===== src/include/etc_pkg.sv =====
// Shared constants, modes and carriers for the exposure and trigger control block
package etc_pkg;

  // Clock rate and time bases
  localparam int unsigned CLK_MHZ       = 200;
  localparam int unsigned US_STEP_US    = 1;
  localparam int unsigned US_CYCLES     = US_STEP_US * CLK_MHZ;
  localparam int unsigned EXP_MAX_US    = 10_000_000;
  localparam int unsigned EXP_MIN_US_DF = 10;

  // Field widths
  localparam int unsigned US_W    = 24;
  localparam int unsigned CYC_W   = 32;
  localparam int unsigned GAIN_W  = 16;
  localparam int unsigned ROWS_W  = 12;
  localparam int unsigned ROWT_W  = 8;
  localparam int unsigned DARK_W  = 8;
  localparam int unsigned POST_SH = 8;

  // Values after reset, and the dark offset ceiling
  localparam logic [GAIN_W-1:0] GAIN_ANALOG_RST  = 16'h0064;
  localparam logic [GAIN_W-1:0] GAIN_SDIG_RST    = 16'h000a;
  localparam logic [GAIN_W-1:0] GAIN_POST_RST    = 16'h0100;
  localparam logic [DARK_W-1:0] DARK_RST         = 8'h00;
  localparam logic [DARK_W-1:0] DARK_MAX         = 8'hff;

  // How exposure is tied to sensor timing
  typedef enum logic {
    ETC_SCHEME_SYNC,
    ETC_SCHEME_RESET
  } etc_sync_scheme_t;

  // Where exposure length comes from
  typedef enum logic {
    ETC_LEN_TIMED,
    ETC_LEN_PULSE_WIDTH
  } etc_len_src_t;

  // Gain stage that a write lands in
  typedef enum logic [1:0] {
    ETC_STAGE_SENS_ANALOG,
    ETC_STAGE_SENS_DIGITAL,
    ETC_STAGE_POST_SENSOR
  } etc_stage_t;

  typedef enum {
    EXP_IDLE,
    EXP_WAIT,
    EXP_RUN,
    EXP_HOLD
  } etc_exp_state_t;

  typedef enum {
    RD_IDLE,
    RD_RUN
  } etc_rd_state_t;

  // Gain write command
  typedef struct packed {
    logic              write;
    etc_stage_t        stage;
    logic [GAIN_W-1:0] value;
  } etc_gain_cmd_t;

  // Sensor row timing description
  typedef struct packed {
    logic [ROWS_W-1:0] rows;
    logic [ROWT_W-1:0] blank_cycles;
    logic [ROWT_W-1:0] read_cycles;
  } etc_row_timing_t;

endpackage


===== src/verilog/etc_exposure_ctrl.sv =====
// Exposure, trigger alignment, readout sequencing and gain holding for one sensor
`timescale 1ns/1ps
module etc_exposure_ctrl
  import etc_pkg::*;
#(
  parameter int unsigned PIX_W      = 12,
  parameter int unsigned EXP_MIN_US = EXP_MIN_US_DF
) (
  input  wire logic                  clock,
  input  wire logic                  rst,
  input  wire logic                  ce,
  input  wire etc_sync_scheme_t      exposure_sync_scheme,
  input  wire etc_len_src_t          exposure_length_source,
  input  wire logic                  hardware_trigger_switch,
  input  wire logic                  parallel_row_blanking,
  input  wire logic                  timer_trigger,
  input  wire logic                  trigger_line,
  input  wire logic                  software_trigger,
  input  wire logic [US_W-1:0]       exposure_time_us,
  input  wire etc_row_timing_t       row_timing,
  input  wire etc_gain_cmd_t         gain_cmd,
  input  wire logic [15:0]           dark_offset_value,
  input  wire logic [PIX_W-1:0]      pixel_in,
  input  wire logic                  pixel_in_valid,
  output logic                       sensor_timing_reset,
  output logic                       exposure_active,
  output logic                       readout_active,
  output logic                       row_blank_active,
  output logic                       row_read_active,
  output logic                       invalid_frame_trigger,
  output logic [US_W-1:0]            achieved_integration_time,
  output logic [GAIN_W-1:0]          analog_gain_reg,
  output logic [GAIN_W-1:0]          sensor_digital_gain_reg,
  output logic [GAIN_W-1:0]          post_sensor_amplification,
  output logic [DARK_W-1:0]          dark_offset_reg,
  output logic [PIX_W-1:0]           pixel_out,
  output logic                       pixel_out_valid
);

  // Clamp a requested duration into the legal span
  function automatic logic [US_W-1:0] clamp_us(input logic [US_W-1:0] req);
    logic [US_W-1:0] lo;
    logic [US_W-1:0] hi;
    lo = US_W'(EXP_MIN_US);
    hi = US_W'(EXP_MAX_US);
    if (req < lo) begin
      clamp_us = lo;
    end else if (req > hi) begin
      clamp_us = hi;
    end else begin
      clamp_us = req;
    end
  endfunction

  // Larger of two row phase lengths
  function automatic logic [ROWT_W:0] max_len(input logic [ROWT_W-1:0] a,
                                              input logic [ROWT_W-1:0] b);
    max_len = (a > b) ? {1'b0, a} : {1'b0, b};
  endfunction

  // Sequencer state, counters and trigger edge memory
  etc_exp_state_t       exp_state_reg;
  etc_exp_state_t       exp_state_next;
  etc_rd_state_t        rd_state_reg;
  logic [CYC_W-1:0]     exp_cyc_reg;
  logic [CYC_W-1:0]     exp_left_reg;
  logic [CYC_W-1:0]     rd_left_reg;
  logic [ROWS_W-1:0]    row_cnt_reg;
  logic [ROWT_W:0]      phase_cnt_reg;
  logic [7:0]           us_div_reg;
  logic [US_W-1:0]      us_acc_reg;
  logic                 line_prev_reg;
  logic                 pulse_mode_reg;

  // Trigger sources; free-run timer stands in while the line is off
  wire line_rise   = trigger_line && !line_prev_reg;
  wire trig_pulse  = software_trigger ||
                     (hardware_trigger_switch ? line_rise : timer_trigger);
  wire pw_sel      = (exposure_length_source == ETC_LEN_PULSE_WIDTH) &&
                     hardware_trigger_switch;
  wire is_reset    = (exposure_sync_scheme == ETC_SCHEME_RESET);
  wire rd_busy     = (rd_state_reg == RD_RUN);
  wire exp_idle    = (exp_state_reg == EXP_IDLE);

  // Acceptance: sync needs only this frame's readout started, reset needs all idle
  wire accept_sync = !is_reset && exp_idle;
  wire accept_rst  = is_reset && exp_idle && !rd_busy;
  wire accepted    = trig_pulse && (accept_sync || accept_rst);
  wire early_trig  = trig_pulse && !is_reset && !exp_idle;

  // Exposure length in cycles from microsecond steps
  wire [US_W-1:0]  exp_us_clamped = clamp_us(exposure_time_us);
  wire [CYC_W-1:0] exp_cyc_new    = CYC_W'(exp_us_clamped) * CYC_W'(US_CYCLES);

  // Delay start only when a timed exposure would finish before the readout
  // Pulse-width exposures never wait; their length is unknown ahead
  wire need_delay  = !is_reset && !pw_sel && rd_busy &&
                     (rd_left_reg > exp_cyc_new);
  wire wait_done   = (rd_left_reg <= exp_cyc_reg) || !rd_busy;

  // End of exposure: pulse falls or timer runs out, with a ten second cap
  wire pw_end      = pulse_mode_reg && (!trigger_line ||
                     (us_acc_reg >= US_W'(EXP_MAX_US)));
  wire timed_end   = !pulse_mode_reg && (exp_left_reg <= 32'h0000_0001);
  wire exp_end     = (exp_state_reg == EXP_RUN) && (pw_end || timed_end);
  wire start_rd    = (exp_end && !rd_busy) ||
                     ((exp_state_reg == EXP_HOLD) && !rd_busy);
  wire us_tick     = (us_div_reg == 8'(US_CYCLES - 1));

  // Row period: sequential sums the phases, fast mode overlaps them
  wire [ROWT_W:0]  row_seq   = {1'b0, row_timing.blank_cycles} +
                               {1'b0, row_timing.read_cycles};
  wire [ROWT_W:0]  row_par   = max_len(row_timing.blank_cycles, row_timing.read_cycles);
  wire [ROWT_W:0]  row_len   = parallel_row_blanking ? row_par : row_seq;
  wire [CYC_W-1:0] frame_len = CYC_W'(row_timing.rows) * CYC_W'(row_len);
  wire             row_last  = (phase_cnt_reg >= (row_len - 9'h001));
  wire             blank_now = parallel_row_blanking ?
                               (phase_cnt_reg < {1'b0, row_timing.blank_cycles}) :
                               (phase_cnt_reg < {1'b0, row_timing.blank_cycles});
  wire             read_now  = parallel_row_blanking ?
                               (phase_cnt_reg < {1'b0, row_timing.read_cycles}) :
                               !blank_now;

  // Exposure state sequencing
  always_comb begin
    exp_state_next = exp_state_reg;
    case (exp_state_reg)
      EXP_IDLE: begin
        if (accepted) begin
          exp_state_next = need_delay ? EXP_WAIT : EXP_RUN;
        end
      end
      EXP_WAIT: begin
        if (wait_done) begin
          exp_state_next = EXP_RUN;
        end
      end
      EXP_RUN: begin
        if (exp_end) begin
          exp_state_next = rd_busy ? EXP_HOLD : EXP_IDLE;
        end
      end
      EXP_HOLD: begin
        if (!rd_busy) begin
          exp_state_next = EXP_IDLE;
        end
      end
      default: begin
        exp_state_next = EXP_IDLE;
      end
    endcase
  end

  // Exposure state, length and microsecond divider
  always_ff @(posedge clock) begin
    if (rst) begin
      exp_state_reg  <= EXP_IDLE;
      exp_cyc_reg    <= '0;
      exp_left_reg   <= '0;
      us_div_reg     <= 8'h00;
      line_prev_reg  <= 1'b0;
      pulse_mode_reg <= 1'b0;
    end else if (ce) begin
      exp_state_reg <= exp_state_next;
      line_prev_reg <= trigger_line;
      // Divider free-runs, so achieved time is good to one microsecond
      us_div_reg    <= us_tick ? 8'h00 : us_div_reg + 8'h01;
      if (accepted) begin
        exp_cyc_reg    <= exp_cyc_new;
        exp_left_reg   <= exp_cyc_new;
        pulse_mode_reg <= pw_sel;
      end else if (exp_state_reg == EXP_RUN) begin
        exp_left_reg <= exp_left_reg - 32'h0000_0001;
      end
    end
  end

  // Integration time measured in microseconds, latched at exposure end
  always_ff @(posedge clock) begin
    if (rst) begin
      us_acc_reg                <= '0;
      achieved_integration_time <= '0;
    end else if (ce) begin
      if (exp_state_next == EXP_RUN && exp_state_reg != EXP_RUN) begin
        us_acc_reg <= '0;
      end else if (exp_state_reg == EXP_RUN && us_tick) begin
        us_acc_reg <= us_acc_reg + 24'h00_0001;
      end
      if (exp_end) begin
        achieved_integration_time <= us_acc_reg;
      end
    end
  end

  // Readout row sequencer
  // Zero rows leaves the sequencer idle instead of wrapping the count
  always_ff @(posedge clock) begin
    if (rst) begin
      rd_state_reg  <= RD_IDLE;
      rd_left_reg   <= '0;
      row_cnt_reg   <= '0;
      phase_cnt_reg <= '0;
    end else if (ce) begin
      if (start_rd && frame_len != '0) begin
        rd_state_reg  <= RD_RUN;
        rd_left_reg   <= frame_len;
        row_cnt_reg   <= '0;
        phase_cnt_reg <= '0;
      end else if (rd_busy) begin
        rd_left_reg <= rd_left_reg - 32'h0000_0001;
        if (row_last) begin
          phase_cnt_reg <= '0;
          row_cnt_reg   <= row_cnt_reg + 12'h001;
        end else begin
          phase_cnt_reg <= phase_cnt_reg + 9'h001;
        end
        if (rd_left_reg <= 32'h0000_0001) begin
          rd_state_reg <= RD_IDLE;
        end
      end
    end
  end

  // Status pins registered for clean outputs
  // They trail internal state by one cycle, which users must allow for
  always_ff @(posedge clock) begin
    if (rst) begin
      sensor_timing_reset   <= 1'b0;
      exposure_active       <= 1'b0;
      readout_active        <= 1'b0;
      row_blank_active      <= 1'b0;
      row_read_active       <= 1'b0;
      invalid_frame_trigger <= 1'b0;
    end else if (ce) begin
      sensor_timing_reset   <= accepted && is_reset;
      exposure_active       <= (exp_state_reg == EXP_RUN);
      readout_active        <= rd_busy;
      row_blank_active      <= rd_busy && blank_now;
      row_read_active       <= rd_busy && read_now;
      invalid_frame_trigger <= early_trig;
    end else begin
      // A frozen cycle must not stretch the event pulse
      invalid_frame_trigger <= 1'b0;
      sensor_timing_reset   <= 1'b0;
    end
  end

  // Gain stages and dark offset; each write touches one stage only
  always_ff @(posedge clock) begin
    if (rst) begin
      analog_gain_reg           <= GAIN_ANALOG_RST;
      sensor_digital_gain_reg   <= GAIN_SDIG_RST;
      post_sensor_amplification <= GAIN_POST_RST;
      dark_offset_reg           <= DARK_RST;
    end else if (ce) begin
      if (gain_cmd.write && gain_cmd.stage == ETC_STAGE_SENS_ANALOG) begin
        analog_gain_reg <= gain_cmd.value;
      end
      if (gain_cmd.write && gain_cmd.stage == ETC_STAGE_SENS_DIGITAL) begin
        sensor_digital_gain_reg <= gain_cmd.value;
      end
      if (gain_cmd.write && gain_cmd.stage == ETC_STAGE_POST_SENSOR) begin
        post_sensor_amplification <= gain_cmd.value;
      end
      dark_offset_reg <= (dark_offset_value > 16'(DARK_MAX)) ?
                         DARK_MAX : dark_offset_value[DARK_W-1:0];
    end
  end

  // Post-sensor gain, fixed point with 8 fraction bits, saturating
  localparam int unsigned PROD_W = PIX_W + GAIN_W;
  wire [PROD_W-1:0] pix_prod   = PROD_W'(pixel_in) * PROD_W'(post_sensor_amplification);
  wire [PROD_W-1:0] pix_scaled = pix_prod >> POST_SH;
  wire              pix_over   = |pix_scaled[PROD_W-1:PIX_W];

  // Pixel register; valid is delayed by the same one cycle
  always_ff @(posedge clock) begin
    if (rst) begin
      pixel_out       <= '0;
      pixel_out_valid <= 1'b0;
    end else if (ce) begin
      pixel_out       <= pix_over ? {PIX_W{1'b1}} : pix_scaled[PIX_W-1:0];
      pixel_out_valid <= pixel_in_valid;
    end
  end

endmodule


===== config.mk =====
export PLATFORM = sky130hd
export DESIGN_NAME = etc_exposure_ctrl
export DESIGN_NICKNAME = d
export VERILOG_FILES = /design/src/include/etc_pkg.sv /design/src/verilog/etc_exposure_ctrl.sv
export SDC_FILE = /design/constraint.sdc
export NUM_CORES = 2
export LEC_CHECK = 0
export BUFFER_PORTS_ARGS = -buffer_cell sky130_fd_sc_hd__buf_2
export CAP_MARGIN = 20
export CORE_ASPECT_RATIO = 1.75
export CORE_MARGIN = 1
export CORE_UTILIZATION = 40
export CTS_CLUSTER_DIAMETER = 30
export DETAILED_ROUTE_END_ITERATION = 10
export HOLD_SLACK_MARGIN = 0.02
export PLACE_DENSITY = 0.64
export SLEW_MARGIN = 20
export SYNTH_ARGS = -nofsm -noshare
export SYNTH_HDL_FRONTEND = slang
export SYNTH_SLANG_ARGS = --single-unit

===== constraint.sdc =====
create_clock -name clock -period 10.5 [get_ports clock]
set_input_delay 1.575 -clock clock [delete_from_list [all_inputs] [get_ports clock]]
set_output_delay 1.575 -clock clock [all_outputs]
set_load 0.01 [all_outputs]

==> run metrics <==
num rows=124; pin count of the biggest net entering global routing=79; min Tclk post-route=8.99 ns; cells on worst reg2reg path=19; setup TNS=0 ns; Setup crit start=exposure_time_us[7]; PwrDens=198 nW/um^2; Setup Skew=0.0392 ns; Slew Limit Headroom=26.2%; Seq/Total Area, Yosys=20.2%; Starting Density=40.5%; TritonCTS clock tree=yes; crit end category=flip-flop; Most Used Layer, Global Route=met2; postcts setup bufs=0; Avg WL per Cell=17.8 um; DRC viols=0; Slew Viols, Final=0; worst flop-to-flop path endpoint=pixel_out[0]$_SDFFE_PP0P_; Clk Latency, worst-skew pair=0.61 ns; root buf cell=clkbuf_16; Async SR Flop Fraction=0%; worst flop-to-flop path startpoint=post_sensor_amplification[7]$_SDFFE_PP0P_; Post-CTS Resized=0; Setup-failing EPs final=0; RSZ-0062 raised after global routing=false; Final Cycle Share=roughly 86%; Via density=approximately 5.4; Hold Buf Count CTS=0; Peak VDD IR=between 0.15 and 0.2 mV; max-cap violation count=0; GR Util met2=44.2%; total gr overflow=0; setup slack, reg-to-reg=3.73 ns; P_leak=14.3 nW; count of warnings emitted by yosys=0; GRT Total Usage=a little under a quarter; CP endpoint=us_acc_reg[19]$_SDFFE_PP0P_; Slowest-stage cell, CP=a41oi_1; crit-path max FO=20; Tot Pwr=5.98 mW; via count of the routed design=approximately 23000; die height=343 um; post-synth top area share=20.2%; post-synthesis net count=3882; critical path class=in -> reg; GPL Wtd Cong=~0.95; most used cell along the critical path=ha_1; Area growth syn-to-layout=14.1%; Clock Pin Slew Worst Setup and Hold Paths=around 0.05 ns; Layout Nets=4042; Hold Vio Cnt, Final=0; first-pass GRT wire length=123000 um; syn avg cell area=between 8 and 9 sq um; measured slew at the worst slew-check pin=1.10 ns; crit start category=input pin; CTS sink cnt=268; dominant cell type by area after synthesis=dfxtp_1; CTS Buf Count=50; initial antenna violation count=15; I/O pin cnt=209; Critical Path RT=10.97 ns; layout cell share with drive strength beyond 1=11.2%; Mapped Area=26500 sq um; Synth area leaders=dfxtp_1, fa_1, ha_1; Hold Crit Class=reg -> reg; GRT met3 Usage=3.82%; Mapped Cells=3258; WL final=77500 um; flops & latches, synth=~270; DP Wirelength=between 60000 and 70000 um; met1 Usage GRT=23.1%; Worst path max stage delay=0.58 ns; IO Port Bufs=208; sequential share of power=18.8%; Pint=around 3.4 mW; status=finished, final reports clean; Final ANT Viol Nets=0; clock buffer depth=3; Netlist cell types=88; switching pwr=between 2 and 3 mW; Post-synth EDFFs=0; part of the power in combinational logic=between 50% and 60%; fmax=between 0.1 and 0.15 GHz; vias in the first global route=23500; Clock Power Share=28.9%; placeable core area=around 65000 sq um; Synth Flop Type=dfxtp_1; 1st-pass router iterations=5; initial DRC count=993; die area=around 67000 sq um; Arrival @ worst endpoint=9.46 ns; die width=197 um; switch share=43.5%; H-Tree Level Count=2
[per-stage QoR]
stage               std cells  utilization (%)  setup WS (ns)  hold slack (ns)  instance area [sq um]
global route             4344             46.2           1.01            0.464                  30200
finish                   4348             46.2           1.51            0.448                  30200
detailed placement       4248             43.4          0.994            0.444                  28400
CTS                      4341             46.2           1.60            0.451                  30200
floorplan                3258                -           1.88            0.430                  26500
global placement         4248             43.4           1.14            0.439                  28400
[area by class of cell]
type	instances	area [sq um]
tap	882	1100
timing repair buffer	245	1330
antenna	7	17.5
multi-input combinational	2418	19000
fill	6590	35200
inverter	435	1630
sequential	268	5370
clock buffer	57	1330
clock inverter	36	472
[layout by cell type, fill, tap and decap left out, types with 108 or more instances in the layout]
cell and count:
inv_1 433, nand2_1 418, ha_1 284, dfxtp_1 268, fa_1 230, nor2_1 216
buf_2 207, a21oi_1 195, and2_1 187, o21ai_0 108
[cell usage after synthesis (7+ instances only)]
cell       instances
and2_1           187
and3_1            31
buf_1             12
xnor2_1           48
or3_1             17
a211oi_1          25
a21boi_0           9
nand2_1          418
ha_1             284
or2_2              8
o31ai_1           13
o21bai_1           7
fa_1             230
nor3_1            82
nand4_1           40
o41ai_1           10
a31oi_1           22
o221a_2           10
clkbuf_1         113
nor2_1           217
or4_1              9
a21oi_1          195
o21a_1            17
buf_2             10
a21o_1            52
o211ai_1          24
nor2b_1           34
nor4_1            33
a41oi_1           15
xor2_1            46
mux2i_1           28
o21ai_0          111
nand2b_1          16
nand3_1           53
dfxtp_1          268
o2111ai_1          8
inv_1            433
[per-layer routing]
metal | wire length [um] | vias up
li1 | - | 11200
met1 | 27900 | 11200
met2 | 41100 | 578
met3 | 3540 | 221
met4 | 4790 | 18
met5 | 115 | -
[worst max-delay path, delay by kind of cell]
| kind | cells | cell delay [ns] |
|---|---|---|
| adders and majority gates | 5 | 1.57 |
| AOI/OAI and AO/OA | 15 | 3.73 |
| xor gates and xnor gates | 1 | 0.28 |
| buffers and inverters | 5 | 0.56 |
| and+or+nand+nor | 9 | 1.74 |
[power groups by stage]
stage	Clock (mW)	Combinational, mW	Sequential, mW
after floorplan	0	2.34	1.13
after global placement	0	3.09	1.14
final	1.73	3.13	1.12
after detailed placement	0	3.11	1.14
after CTS	1.76	3.13	1.12
after global routing	1.80	3.53	1.13
[cells by family (layout without fill, tap and decap cells)]
kind of cell             Yosys count  in the layout  synth area share [%]
AO/OA/AOI/OAI                    597            597                  14.9
XOR/XNOR                          94             94                  3.11
adder cells (fa/ha/maj)          514            514                  30.8
buffers and inverters            572            773                  8.20
flip-flops                       268            268                  20.2
multiplexers                      33             33                  1.27
other                              0              7                     0
AND/OR/NAND/NOR                 1180           1180                  21.5
[how the worst min path moves through the flow]
| stage | slack [ns] | depth (start not counted) | to | startpoint |
|---|---|---|---|---|
| after floorplan | 0.43 | 1 | exp_state_reg[14]$_SDFFE_PP0P_ | exp_state_reg[14]$_SDFFE_PP0P_ |
| after detailed placement | 0.44 | 2 | analog_gain_reg[10]$_SDFFE_PP0P_ | analog_gain_reg[10]$_SDFFE_PP0P_ |
| after global routing | 0.46 | 2 | sensor_digital_gain_reg[8]$_SDFFE_PP0P_ | sensor_digital_gain_reg[8]$_SDFFE_PP0P_ |
| after CTS | 0.45 | 2 | analog_gain_reg[8]$_SDFFE_PP0P_ | analog_gain_reg[8]$_SDFFE_PP0P_ |
| after global placement | 0.44 | 2 | analog_gain_reg[8]$_SDFFE_PP0P_ | analog_gain_reg[8]$_SDFFE_PP0P_ |
| final | 0.45 | 2 | analog_gain_reg[7]$_SDFFE_PP0P_ | analog_gain_reg[7]$_SDFFE_PP0P_ |
Note: power is estimated with default switching activity, not from simulation.
